**config.mk**
```make
export PLATFORM = sky130hd
export DESIGN_NAME = phy_nextpage_mii_irq_regs
export DESIGN_NICKNAME = d
export VERILOG_FILES = /design/src/rtl/phy_regs_pkg.sv /design/src/rtl/mgmt_if.sv /design/src/rtl/mdio_frame_slave.sv /design/src/rtl/phy_nextpage_mii_irq_regs.sv
export VERILOG_INCLUDE_DIRS = /design/src /design/src/rtl
export SDC_FILE = /design/constraint.sdc
export NUM_CORES = 1
export LEC_CHECK = 0
export BUFFER_PORTS_ARGS = -buffer_cell sky130_fd_sc_hd__buf_2
export CORE_MARGIN = 5
export CORE_UTILIZATION = 59
export CTS_CLUSTER_SIZE = 20
export DETAILED_ROUTE_END_ITERATION = 16
export PLACE_DENSITY_LB_ADDON = 0.1
export RECOVER_POWER = 50
export SETUP_SLACK_MARGIN = 0.05
export SLEW_MARGIN = 40
export SYNTH_ARGS = -nofsm -noshare
export SYNTH_HDL_FRONTEND = slang
export SYNTH_SLANG_ARGS = --single-unit
export TNS_END_PERCENT = 5
```
**constraint.sdc**
```tcl
create_clock -name CLK_SYS_I -period 2.35 [get_ports CLK_SYS_I]
set_input_delay 0.3525 -clock CLK_SYS_I [delete_from_list [all_inputs] [get_ports CLK_SYS_I]]
set_output_delay 0.3525 -clock CLK_SYS_I [all_outputs]
set_load 0.05 [all_outputs]
```
**src/rtl/phy_regs_defines.svh**
```systemverilog
`ifndef PHY_REGS_DEFINES_SVH
`define PHY_REGS_DEFINES_SVH
`define OFS_NP_WORD  5'h08
`define OFS_MII_CTL  5'h14
`define OFS_SYM_ERR  5'h15
`define OFS_IRQ_CTL  5'h1b
`define NP_ACK       14
`define NP_MSG       13
`define NP_ACK2      12
`define NP_TOG       11
`define NP_FLD_HI    10
`define MII_RSVD_HI  8'h00
`define MII_RSVD_LO  6'h01
`define STRAP_R100   3'h4
`define R10_RST      1'h0
`define NP_WORD_RST  16'h0000
`define SYM_ERR_RST  16'h0000
`define SYM_ERR_MAX  16'hffff
`define IRQ_EN_RST   8'h00
`define IRQ_FLG_RST  8'h00
`define IRQ_JAB      7
`define IRQ_RXE      6
`define IRQ_PGR      5
`define IRQ_PDF      4
`define IRQ_LPA      3
`define IRQ_LDN      2
`define IRQ_RMF      1
`define IRQ_LUP      0
`define DROP_NONE    4'h0
`define DROP_100     4'h2
`define DROP_10      4'he
`define NIB_MAX      4'hf
`define PRE_ONES     6'h20
`define OP_RD        2'h2
`define OP_WR        2'h1
`define HDR_LAST     5'h0b
`define TA_LAST      5'h01
`define DATA_LAST    5'h0f
`define RD_RELEASE   5'h10
`endif

```
**src/rtl/phy_regs_pkg.sv**
```systemverilog
package phy_regs_pkg;
   typedef enum logic [2:0] {
      MS_IDLE  = 3'b000,
      MS_START = 3'b001,
      MS_HDR   = 3'b010,
      MS_TA    = 3'b011,
      MS_DATA  = 3'b100
   } mdio_state_e;
   typedef logic [15:0] reg_word_t;
   typedef logic [4:0]  reg_addr_t;
endpackage

```
**src/rtl/mgmt_if.sv**
```systemverilog
`timescale 1ns/1ns
interface mgmt_if;
   import phy_regs_pkg::*;
   logic      rd;
   logic      wr;
   reg_addr_t addr;
   reg_word_t wdata;
   reg_word_t rdata;
   modport slave (output rd, output wr, output addr, output wdata, input rdata);
   modport regs  (input rd, input wr, input addr, input wdata, output rdata);
endinterface

```
**src/rtl/mdio_frame_slave.sv**
```systemverilog
`timescale 1ns/1ns
`include "phy_regs_defines.svh"
module mdio_frame_slave
   import phy_regs_pkg::*;
#(
   parameter logic [4:0] PHY_ADDR = 5'h01
) (
   input  wire logic clk_i,
   input  wire logic rst_n_i,
   input  wire logic mdc_i,
   input  wire logic mdio_i,
   output logic      mdio_o,
   output logic      mdio_oe_o,
   mgmt_if.slave     bus
);
   logic        mdc_s1;
   logic        mdc_s2;
   logic        mdc_d;
   logic        mdio_s1;
   logic        mdio_s2;
   mdio_state_e state;
   logic [4:0]  cnt;
   logic [5:0]  pre_cnt;
   logic [11:0] hdr;
   logic [15:0] sh;
   logic        is_rd;

   // pins cross from the mdc domain: two flops before use
   always_ff @(posedge clk_i) begin
      mdc_s1  <= mdc_i;
      mdc_s2  <= mdc_s1;
      mdc_d   <= mdc_s2;
      mdio_s1 <= mdio_i;
      mdio_s2 <= mdio_s1;
   end

   wire        rise     = mdc_s2 & ~mdc_d;
   wire        bitv     = mdio_s2;
   wire [11:0] hdr_next = {hdr[10:0], bitv};
   wire        addr_hit = (hdr_next[9:5] == PHY_ADDR);
   wire        op_rd    = (hdr_next[11:10] == `OP_RD);
   wire        op_wr    = (hdr_next[11:10] == `OP_WR);

   ////////////////////////////////////////////////////////////////////////////
   // frame engine: preamble, start, header, turnaround, data
   always_ff @(posedge clk_i) begin
      if (!rst_n_i) begin
         state     <= MS_IDLE;
         cnt       <= 5'h00;
         pre_cnt   <= 6'h00;
         hdr       <= 12'h000;
         sh        <= 16'h0000;
         is_rd     <= 1'b0;
         mdio_o    <= 1'b0;
         mdio_oe_o <= 1'b0;
         bus.rd    <= 1'b0;
         bus.wr    <= 1'b0;
         bus.addr  <= 5'h00;
         bus.wdata <= 16'h0000;
      end else begin
         bus.rd <= 1'b0;
         bus.wr <= 1'b0;
         // read data is taken once, right after the header, so it cannot change mid-shift
         if (bus.rd) begin
            sh <= bus.rdata;
         end
         if (rise) begin
            case (state)
               MS_IDLE: begin
                  if (bitv) begin
                     pre_cnt <= (pre_cnt == `PRE_ONES) ? pre_cnt : pre_cnt + 6'h01;
                  end else begin
                     if (pre_cnt == `PRE_ONES) begin
                        state <= MS_START;
                     end
                     pre_cnt <= 6'h00;
                  end
               end
               MS_START: begin
                  cnt   <= 5'h00;
                  state <= bitv ? MS_HDR : MS_IDLE;
               end
               MS_HDR: begin
                  hdr <= hdr_next;
                  cnt <= cnt + 5'h01;
                  if (cnt == `HDR_LAST) begin
                     cnt <= 5'h00;
                     if (addr_hit & (op_rd | op_wr)) begin
                        state    <= MS_TA;
                        is_rd    <= op_rd;
                        bus.addr <= hdr_next[4:0];
                        bus.rd   <= op_rd;
                     end else begin
                        state <= MS_IDLE;
                     end
                  end
               end
               MS_TA: begin
                  if (is_rd) begin
                     mdio_oe_o <= 1'b1;
                     mdio_o    <= 1'b0;
                     cnt       <= 5'h00;
                     state     <= MS_DATA;
                  end else if (cnt == `TA_LAST) begin
                     cnt   <= 5'h00;
                     state <= MS_DATA;
                  end else begin
                     cnt <= cnt + 5'h01;
                  end
               end
               MS_DATA: begin
                  cnt <= cnt + 5'h01;
                  if (is_rd) begin
                     if (cnt == `RD_RELEASE) begin
                        mdio_oe_o <= 1'b0;
                        mdio_o    <= 1'b0;
                        state     <= MS_IDLE;
                     end else begin
                        mdio_o <= sh[15];
                        sh     <= {sh[14:0], 1'b0};
                     end
                  end else begin
                     sh <= {sh[14:0], bitv};
                     if (cnt == `DATA_LAST) begin
                        bus.wr    <= 1'b1;
                        bus.wdata <= {sh[14:0], bitv};
                        state     <= MS_IDLE;
                     end
                  end
               end
               default: begin
                  state <= MS_IDLE;
               end
            endcase
         end
      end
   end
endmodule // mdio_frame_slave

```
**src/rtl/phy_nextpage_mii_irq_regs.sv**
```systemverilog
`timescale 1ns/1ns
`include "phy_regs_defines.svh"
// Contract
// - partner acknowledge bit read-only
// - partner message-page flag read-only
// - partner second acknowledge flag read-only
// - partner toggle and message field, reset zero
// - 100 Mb restore: full preamble, else drop byte
// - 100 Mb restore resets from strap 100
// - 10 Mb restore, else strip seven bytes
// - errored-frame counter, 16 bits, clear on read
// - jabber interrupt enable, reset zero
// - receive error interrupt enable, reset zero
// - page received interrupt enable, reset zero
// - parallel detect fault enable, reset zero
// - partner acknowledge interrupt enable, reset zero
// - link down interrupt enable, reset zero
// - remote fault interrupt enable, reset zero
// - event flags low byte, clear on read
module phy_nextpage_mii_irq_regs
   import phy_regs_pkg::*;
#(
   parameter logic [4:0] PHY_ADDR = 5'h01
) (
   input  wire logic        CLK_SYS_I,
   input  wire logic        RESETN_I,
   input  wire logic [2:0]  CONFIG_I,
   input  wire logic        MDC_I,
   input  wire logic        MDIO_I,
   output logic             MDIO_O,
   output logic             MDIO_OE_O,
   input  wire logic [15:0] LP_PAGE_I,
   input  wire logic        LP_PAGE_VLD_I,
   input  wire logic        SPEED_100_I,
   input  wire logic        RX_DV_I,
   input  wire logic [3:0]  RXD_I,
   input  wire logic        RX_ER_I,
   output logic             MII_RX_DV_O,
   output logic [3:0]       MII_RXD_O,
   output logic             MII_RX_ER_O,
   input  wire logic [7:0]  INT_EVENT_I,
   output logic             INTR_N_O
);
   mgmt_if bus ();

   logic [2:0]  cfg_s1;
   logic [2:0]  cfg_s2;
   reg_word_t   np_word;
   logic        r100;
   logic        r10;
   reg_word_t   sym_err;
   logic [7:0]  irq_en;
   logic [7:0]  irq_flg;
   logic        dv_d;
   logic        err_seen;
   logic [3:0]  nib_cnt;
   logic [3:0]  drop_lat;

   ////////////////////////////////////////////////////////////////////////////
   // management serial bus

   mdio_frame_slave #(
      .PHY_ADDR (PHY_ADDR)
   ) u_mdio (
      .clk_i     (CLK_SYS_I),
      .rst_n_i   (RESETN_I),
      .mdc_i     (MDC_I),
      .mdio_i    (MDIO_I),
      .mdio_o    (MDIO_O),
      .mdio_oe_o (MDIO_OE_O),
      .bus       (bus.slave)
   );

   wire hit_np  = (bus.addr == `OFS_NP_WORD);
   wire hit_mii = (bus.addr == `OFS_MII_CTL);
   wire hit_sym = (bus.addr == `OFS_SYM_ERR);
   wire hit_irq = (bus.addr == `OFS_IRQ_CTL);

   wire wr_mii  = bus.wr & hit_mii;
   wire wr_irq  = bus.wr & hit_irq;
   wire rd_sym  = bus.rd & hit_sym;
   wire rd_irq  = bus.rd & hit_irq;

   ////////////////////////////////////////////////////////////////////////////
   // strap capture; pins pass two flops first

   always_ff @(posedge CLK_SYS_I) begin
      cfg_s1 <= CONFIG_I;
      cfg_s2 <= cfg_s1;
   end

   wire strap_r100 = (cfg_s2 == `STRAP_R100);

   ////////////////////////////////////////////////////////////////////////////
   // partner next page word

   // captured as a whole word so a read never mixes two pages
   always_ff @(posedge CLK_SYS_I) begin
      if (!RESETN_I) begin
         np_word <= `NP_WORD_RST;
      end else if (LP_PAGE_VLD_I) begin
         np_word <= LP_PAGE_I;
      end
   end

   wire        np_ack   = np_word[`NP_ACK];
   wire        np_msg   = np_word[`NP_MSG];
   wire        np_ack2  = np_word[`NP_ACK2];
   wire        np_tog   = np_word[`NP_TOG];
   wire [10:0] np_fld   = np_word[`NP_FLD_HI:0];
   wire [15:0] np_rdata = {np_word[15], np_ack, np_msg, np_ack2, np_tog, np_fld};

   ////////////////////////////////////////////////////////////////////////////
   // preamble control register

   always_ff @(posedge CLK_SYS_I) begin
      if (!RESETN_I) begin
         r100 <= strap_r100;
      end else if (wr_mii) begin
         r100 <= bus.wdata[7];
      end
   end

   always_ff @(posedge CLK_SYS_I) begin
      if (!RESETN_I) begin
         r10 <= `R10_RST;
      end else if (wr_mii) begin
         r10 <= bus.wdata[6];
      end
   end

   // reserved bits hold constants and never take write data
   wire [15:0] mii_rdata = {`MII_RSVD_HI, r100, r10, `MII_RSVD_LO};

   ////////////////////////////////////////////////////////////////////////////
   // receive preamble filter

   wire [3:0] drop_100 = r100 ? `DROP_NONE : `DROP_100;
   wire [3:0] drop_10  = r10 ? `DROP_NONE : `DROP_10;
   wire [3:0] drop_now = SPEED_100_I ? drop_100 : drop_10;
   // drop count frozen at frame start: a mid-frame write cannot cut a frame
   wire [3:0] drop_sel = dv_d ? drop_lat : drop_now;
   wire       pass     = RX_DV_I & (nib_cnt >= drop_sel);
   wire       frm_end  = dv_d & ~RX_DV_I;

   always_ff @(posedge CLK_SYS_I) begin
      if (!RESETN_I) begin
         dv_d <= 1'b0;
      end else begin
         dv_d <= RX_DV_I;
      end
   end

   always_ff @(posedge CLK_SYS_I) begin
      if (!RESETN_I) begin
         drop_lat <= `DROP_NONE;
      end else if (RX_DV_I & ~dv_d) begin
         drop_lat <= drop_now;
      end
   end

   // saturates: nothing past the longest drop needs counting
   wire [3:0] nib_inc  = (nib_cnt == `NIB_MAX) ? nib_cnt : nib_cnt + 4'h1;
   wire [3:0] next_nib = RX_DV_I ? nib_inc : `DROP_NONE;

   always_ff @(posedge CLK_SYS_I) begin
      if (!RESETN_I) begin
         nib_cnt <= `DROP_NONE;
      end else begin
         nib_cnt <= next_nib;
      end
   end

   always_ff @(posedge CLK_SYS_I) begin
      if (!RESETN_I) begin
         MII_RX_DV_O <= 1'b0;
         MII_RXD_O   <= 4'h0;
         MII_RX_ER_O <= 1'b0;
      end else begin
         MII_RX_DV_O <= pass;
         MII_RXD_O   <= pass ? RXD_I : 4'h0;
         MII_RX_ER_O <= pass & RX_ER_I;
      end
   end

   ////////////////////////////////////////////////////////////////////////////
   // errored-frame counter

   // a frame counts once however many error nibbles it carries
   always_ff @(posedge CLK_SYS_I) begin
      if (!RESETN_I) begin
         err_seen <= 1'b0;
      end else begin
         err_seen <= RX_DV_I & (err_seen | RX_ER_I);
      end
   end

   wire        sym_inc  = frm_end & err_seen;
   // holds at all ones rather than wrapping to a small misleading count
   wire        sym_full = (sym_err == `SYM_ERR_MAX);
   wire [15:0] sym_up   = sym_full ? sym_err : sym_err + 16'h0001;
   wire [15:0] sym_base = rd_sym ? `SYM_ERR_RST : sym_err;
   // a frame ending in the read cycle survives the clear
   wire [15:0] sym_clr1 = {15'h0000, 1'b1};
   wire [15:0] sym_hold = sym_inc ? sym_up : sym_err;
   wire [15:0] sym_rdc  = sym_inc ? sym_clr1 : sym_base;
   wire [15:0] next_sym = rd_sym ? sym_rdc : sym_hold;

   always_ff @(posedge CLK_SYS_I) begin
      if (!RESETN_I) begin
         sym_err <= `SYM_ERR_RST;
      end else begin
         sym_err <= next_sym;
      end
   end

   ////////////////////////////////////////////////////////////////////////////
   // interrupt enables and event flags

   always_ff @(posedge CLK_SYS_I) begin
      if (!RESETN_I) begin
         irq_en <= `IRQ_EN_RST;
      end else if (wr_irq) begin
         irq_en <= bus.wdata[15:8];
      end
   end

   wire en_jab = irq_en[`IRQ_JAB];
   wire en_rxe = irq_en[`IRQ_RXE];
   wire en_pgr = irq_en[`IRQ_PGR];
   wire en_pdf = irq_en[`IRQ_PDF];
   wire en_lpa = irq_en[`IRQ_LPA];
   wire en_ldn = irq_en[`IRQ_LDN];
   wire en_rmf = irq_en[`IRQ_RMF];
   wire en_lup = irq_en[`IRQ_LUP];

   wire [7:0] en_mask = {en_jab, en_rxe, en_pgr, en_pdf, en_lpa, en_ldn, en_rmf, en_lup};
   wire [7:0] next_en = wr_irq ? bus.wdata[15:8] : irq_en;

   // flags latch even while disabled; enabling later raises the line at once
   wire [7:0] flg_keep  = rd_irq ? `IRQ_FLG_RST : irq_flg;
   wire [7:0] next_flg  = flg_keep | INT_EVENT_I;

   always_ff @(posedge CLK_SYS_I) begin
      if (!RESETN_I) begin
         irq_flg <= `IRQ_FLG_RST;
      end else begin
         irq_flg <= next_flg;
      end
   end

   wire next_irq = |(next_flg & next_en);

   always_ff @(posedge CLK_SYS_I) begin
      if (!RESETN_I) begin
         INTR_N_O <= 1'b1;
      end else begin
         INTR_N_O <= ~next_irq;
      end
   end

   wire [15:0] irq_rdata = {en_mask, irq_flg};

   ////////////////////////////////////////////////////////////////////////////
   // read data; unmapped addresses read zero

   wire [15:0] rd_np  = hit_np ? np_rdata : 16'h0000;
   wire [15:0] rd_mii = hit_mii ? mii_rdata : 16'h0000;
   wire [15:0] rd_sy  = hit_sym ? sym_err : 16'h0000;
   wire [15:0] rd_irq_w = hit_irq ? irq_rdata : 16'h0000;

   assign bus.rdata = rd_np | rd_mii | rd_sy | rd_irq_w;

endmodule // phy_nextpage_mii_irq_regs

```
==> results.toml <==
[synthesis]
synth_seq_area_share = 0.462
synth_top_cell_by_area = "dfxtp_1"
yosys-top-cells-area = "dfxtp_1 (46%), mux2i_1 (8.6%), nor2_1 (5.9%), nand3_1 (2.9%), ha_1 (2.5%)"
synth.distinct_cells = 60
synth_edf_count = 1
yosysTopAreaCellShare = 0.457
netlist_instances = 647
async_reset_ff_frac = 0
ys_ff_latch = 137
synth_warnings = 0
synth_ff_type = "dfxtp_1"
syn-cell-area_mm2 = 0.00595
avgSynthCellArea_um2 = 9.20
syn-num-nets = 698

[timing]
rsz0062_at_grt = "false"
fin_worst_skew_ps = 5.59
timing.final.crit_share = 0.896
tightest_slew_ps = 906
max_freq_ghz = 0.475
finalMaxSlewViolations = 0
slew_headroom = 0.396
setup_tns_ps = 0
fin_crit_ps = 2100
hold_viol = 0
finalSetupViolations = 0

[drt]
drt_iter0_drc = 385
top_layer = "met4"
vias = 4913
drc = 0
dr_wl_met2_mm = 6.81
wl_met3_um = 986
wl_per_cell_um = 16.9
firstDrtPassIters = 5
drtAntennaViolNets = 0
routed_via_density = 5.88
wl_mm = 14.1
met1_length_mm = 6.00

[floorplanning]
ios = 48
fp.dieW_um = 110
start_util = 0.606
num_rows = 36
die_h_um = 110
die_area_mm2 = 0.0122
core_mm2 = 0.00982

[worst_setup_path]
crit_buf_inv = 0
rr_worst_depth = 7
timing.rr.end = "u_mdio.bus.wdata[7]"
required_ps = 2730
crit_path_end_kind = "register"
timing.rr.start = "u_mdio.cnt[0]"
path_class = "register to register"
startpoint_type = "register"
r2r_slack_ps = 250
cp_cell_sequence = "ha_1 > and3_1 > ha_1 > nand2b_1 > or3_1 > mux2i_1 > nor2_1"
crit_top_cell = "ha_1"
cp_top_family = "simple AND/OR/NAND/NOR gates"
setup.worst_path.start = "u_mdio.cnt[0]"
crit_slowest_cell = "or3_1"
cp.depth = 7
cp.arrival_ps = 2480
cp_slowest_stage_delay_ps = 570
worstPathMaxFanout = 11
cp-endpoint = "u_mdio.bus.wdata[7]"

[grt]
grtUsageTotal = 0.232
grt_pass1_wl_mm = 23.1
antenna_found_initial = 0
grt_overflow = 0
grt_pass1_vias = 4710
grt_max_degree = 42

[pwr]
seq_power_share = 0.471
power_frac_clock = 0.492
ir_drop_mv = 0.682
p_sw_uw = 1070
p_sw_frac = 0.210
power.internal_uw = 4030
power_density_mw_per_mm2 = 746
p_total_uw = 5110
power.share.combinational = 0.037
power_leakage_uw = 0.00265

[final_layout]
fin_nets = 742
multi_input_area_mm2 = 0.00296
drive_gt1_frac = 0.118
fin_area_mm2 = 0.00684
n_antenna_cell = 0
fillers = 804
areaGrowthSynthToFinish_pct = 14.9
regArea_mm2 = 0.00275

[clock_network]
cts_tree = "yes"
cts_buffer_depth = 2
cts_sinks = 137
cts_buffers = 17
cts-root-buf = "clkbuf_8"
htreeDepth = 4
insertion_delay_ps = 530
post-cts-setup-buffers = 0
path_clk_slew_ps = 60

[outcome]
run_status = "finished, final reports clean"

[placed_design]
numPortBuffers = 47
dp_hpwl_mm = 10.0
placedInstanceArea_mm2 = 0.00627
routabilityCongestion = 0.939

[job]
cap_violations = 0

[hold_path]
hold_path_class = "input pin to register"
-- cells by family (layout without fill, tap and decap cells) --
logic type | after synthesis | after routing | synth area share
simple gates | 259 | 259 | 0.235
flops | 137 | 137 | 0.462
compound gates | 115 | 115 | 0.123
buf+inv | 53 | 109 | 0.0391
mux | 52 | 52 | 0.0876
xor+xnor | 19 | 19 | 0.0279
fa+ha+maj | 12 | 12 | 0.0252
-- Yosys cell counts (2+ instances only) --
cell type and number:
a31oi_1 10, ha_1 12, buf_1 5, dfxtp_1 136, or3b_1 3, nor3b_1 2
nor4_1 11, and3_1 7, or2_1 2, and4_1 2, a21boi_0 7, a21oi_1 26
inv_1 16, nor4_2 2, nor4b_1 2, clkbuf_1 16, nor2_1 93, and4b_1 3
nand2_1 28, o22ai_1 6, xor2_1 5, a221oi_1 3, or3_1 6, nor3_1 3
xnor2_1 14, mux2i_1 51, o211ai_1 3, nand4_1 20, o31ai_1 2, a22oi_1 13
nor2b_1 3, nand3b_1 11, nand3_1 35, buf_2 12, or4_1 3, nand2b_1 3
nor3b_2 2, and2_1 12, o21ai_0 25, o21a_1 8, buf_4 3, o21ai_1 3
-- flip-flops by register name (all words and copies together), names as in the netlist, 2 cells and up --
| name | count |
|---|---|
| drop_lat | 2 |
| MII_RXD_O | 4 |
| u_mdio.cnt | 5 |
| sym_err | 16 |
| u_mdio.hdr | 11 |
| irq_flg | 8 |
| en_mask | 8 |
| cfg_s1 | 3 |
| u_mdio.pre_cnt | 6 |
| u_mdio.bus.addr | 5 |
| nib_cnt | 4 |
| u_mdio.bus.wdata | 10 |
| u_mdio.sh | 16 |
| np_rdata | 16 |
| cfg_s2 | 3 |
| u_mdio.state | 3 |
-- timing repair --
item,CTS,global route
gates resized for setup,0,0
hold endpoints to repair,5,0
hold buffers,5,0
-- worst min-delay path by stage --
| stage | startpoint | to | slack (ps) | cells after the start |
|---|---|---|---|---|
| 3_5_place_dp | cfg_s1[2] | cfg_s2[2] | 310 | 0 |
| 3_3_place_gp | u_mdio.mdc_s1 | u_mdio.mdc_s2 | 310 | 0 |
| 2_1_floorplan | cfg_s1[0] | cfg_s2[0] | 310 | 0 |
| 4_1_cts | RXD_I[3] | MII_RXD_O[3] | 10 | 2 |
| 6_report | RXD_I[3] | MII_RXD_O[3] | 30 | 2 |
| 5_1_grt | RXD_I[2] | MII_RXD_O[2] | 30 | 2 |
-- placed cells by master (no fill, tap or decap), types with 14 or more instances in the layout --
cell type / instances
nand3_1: 35
dfxtp_1: 136
a21oi_1: 26
clkbuf_16: 16
nand2_1: 28
o21ai_0: 25
nand4_1: 20
inv_1: 16
buf_2: 37
xnor2_1: 14
nor2_1: 93
mux2i_1: 51
-- per-stage QoR --
stage	hold WS [ps]	worst slack, ps	cells	utilization
floorplan	310	645	647	-
global placement	311	416	800	0.639
detailed placement	312	384	800	0.639
CTS	13.1	348	836	0.701
global route	26.6	109	836	0.697
finish	28.4	245	836	0.697
-- power groups by stage --
stage | registers, uW | clock network, uW | logic (uW)
floorplan | 2450 | 0 | 111
global placement | 2450 | 0 | 178
detailed placement | 2460 | 0 | 185
CTS | 2410 | 2540 | 193
global route | 2410 | 2650 | 210
finish | 2410 | 2510 | 187
-- metal layers --
metal / vias up / track usage
li1: 2404 / -
met1: 2294 / 0.292
met2: 180 / 0.380
met3: 35 / 0.0591
met4: 0 / 0.0961
met5: - / 0
-- area by class of cell --
| cell class | instances | area share |
|---|---|---|
| multi-input cells | 457 | 0.432 |
| flip-flops and latches | 137 | 0.402 |
| clock buffers | 23 | 0.0682 |
| repair buffers | 62 | 0.0501 |
| well taps | 133 | 0.0243 |
| clock inverters | 8 | 0.0139 |
| inverters | 16 | 0.00878 |
Power figures use the tool's default switching activity.
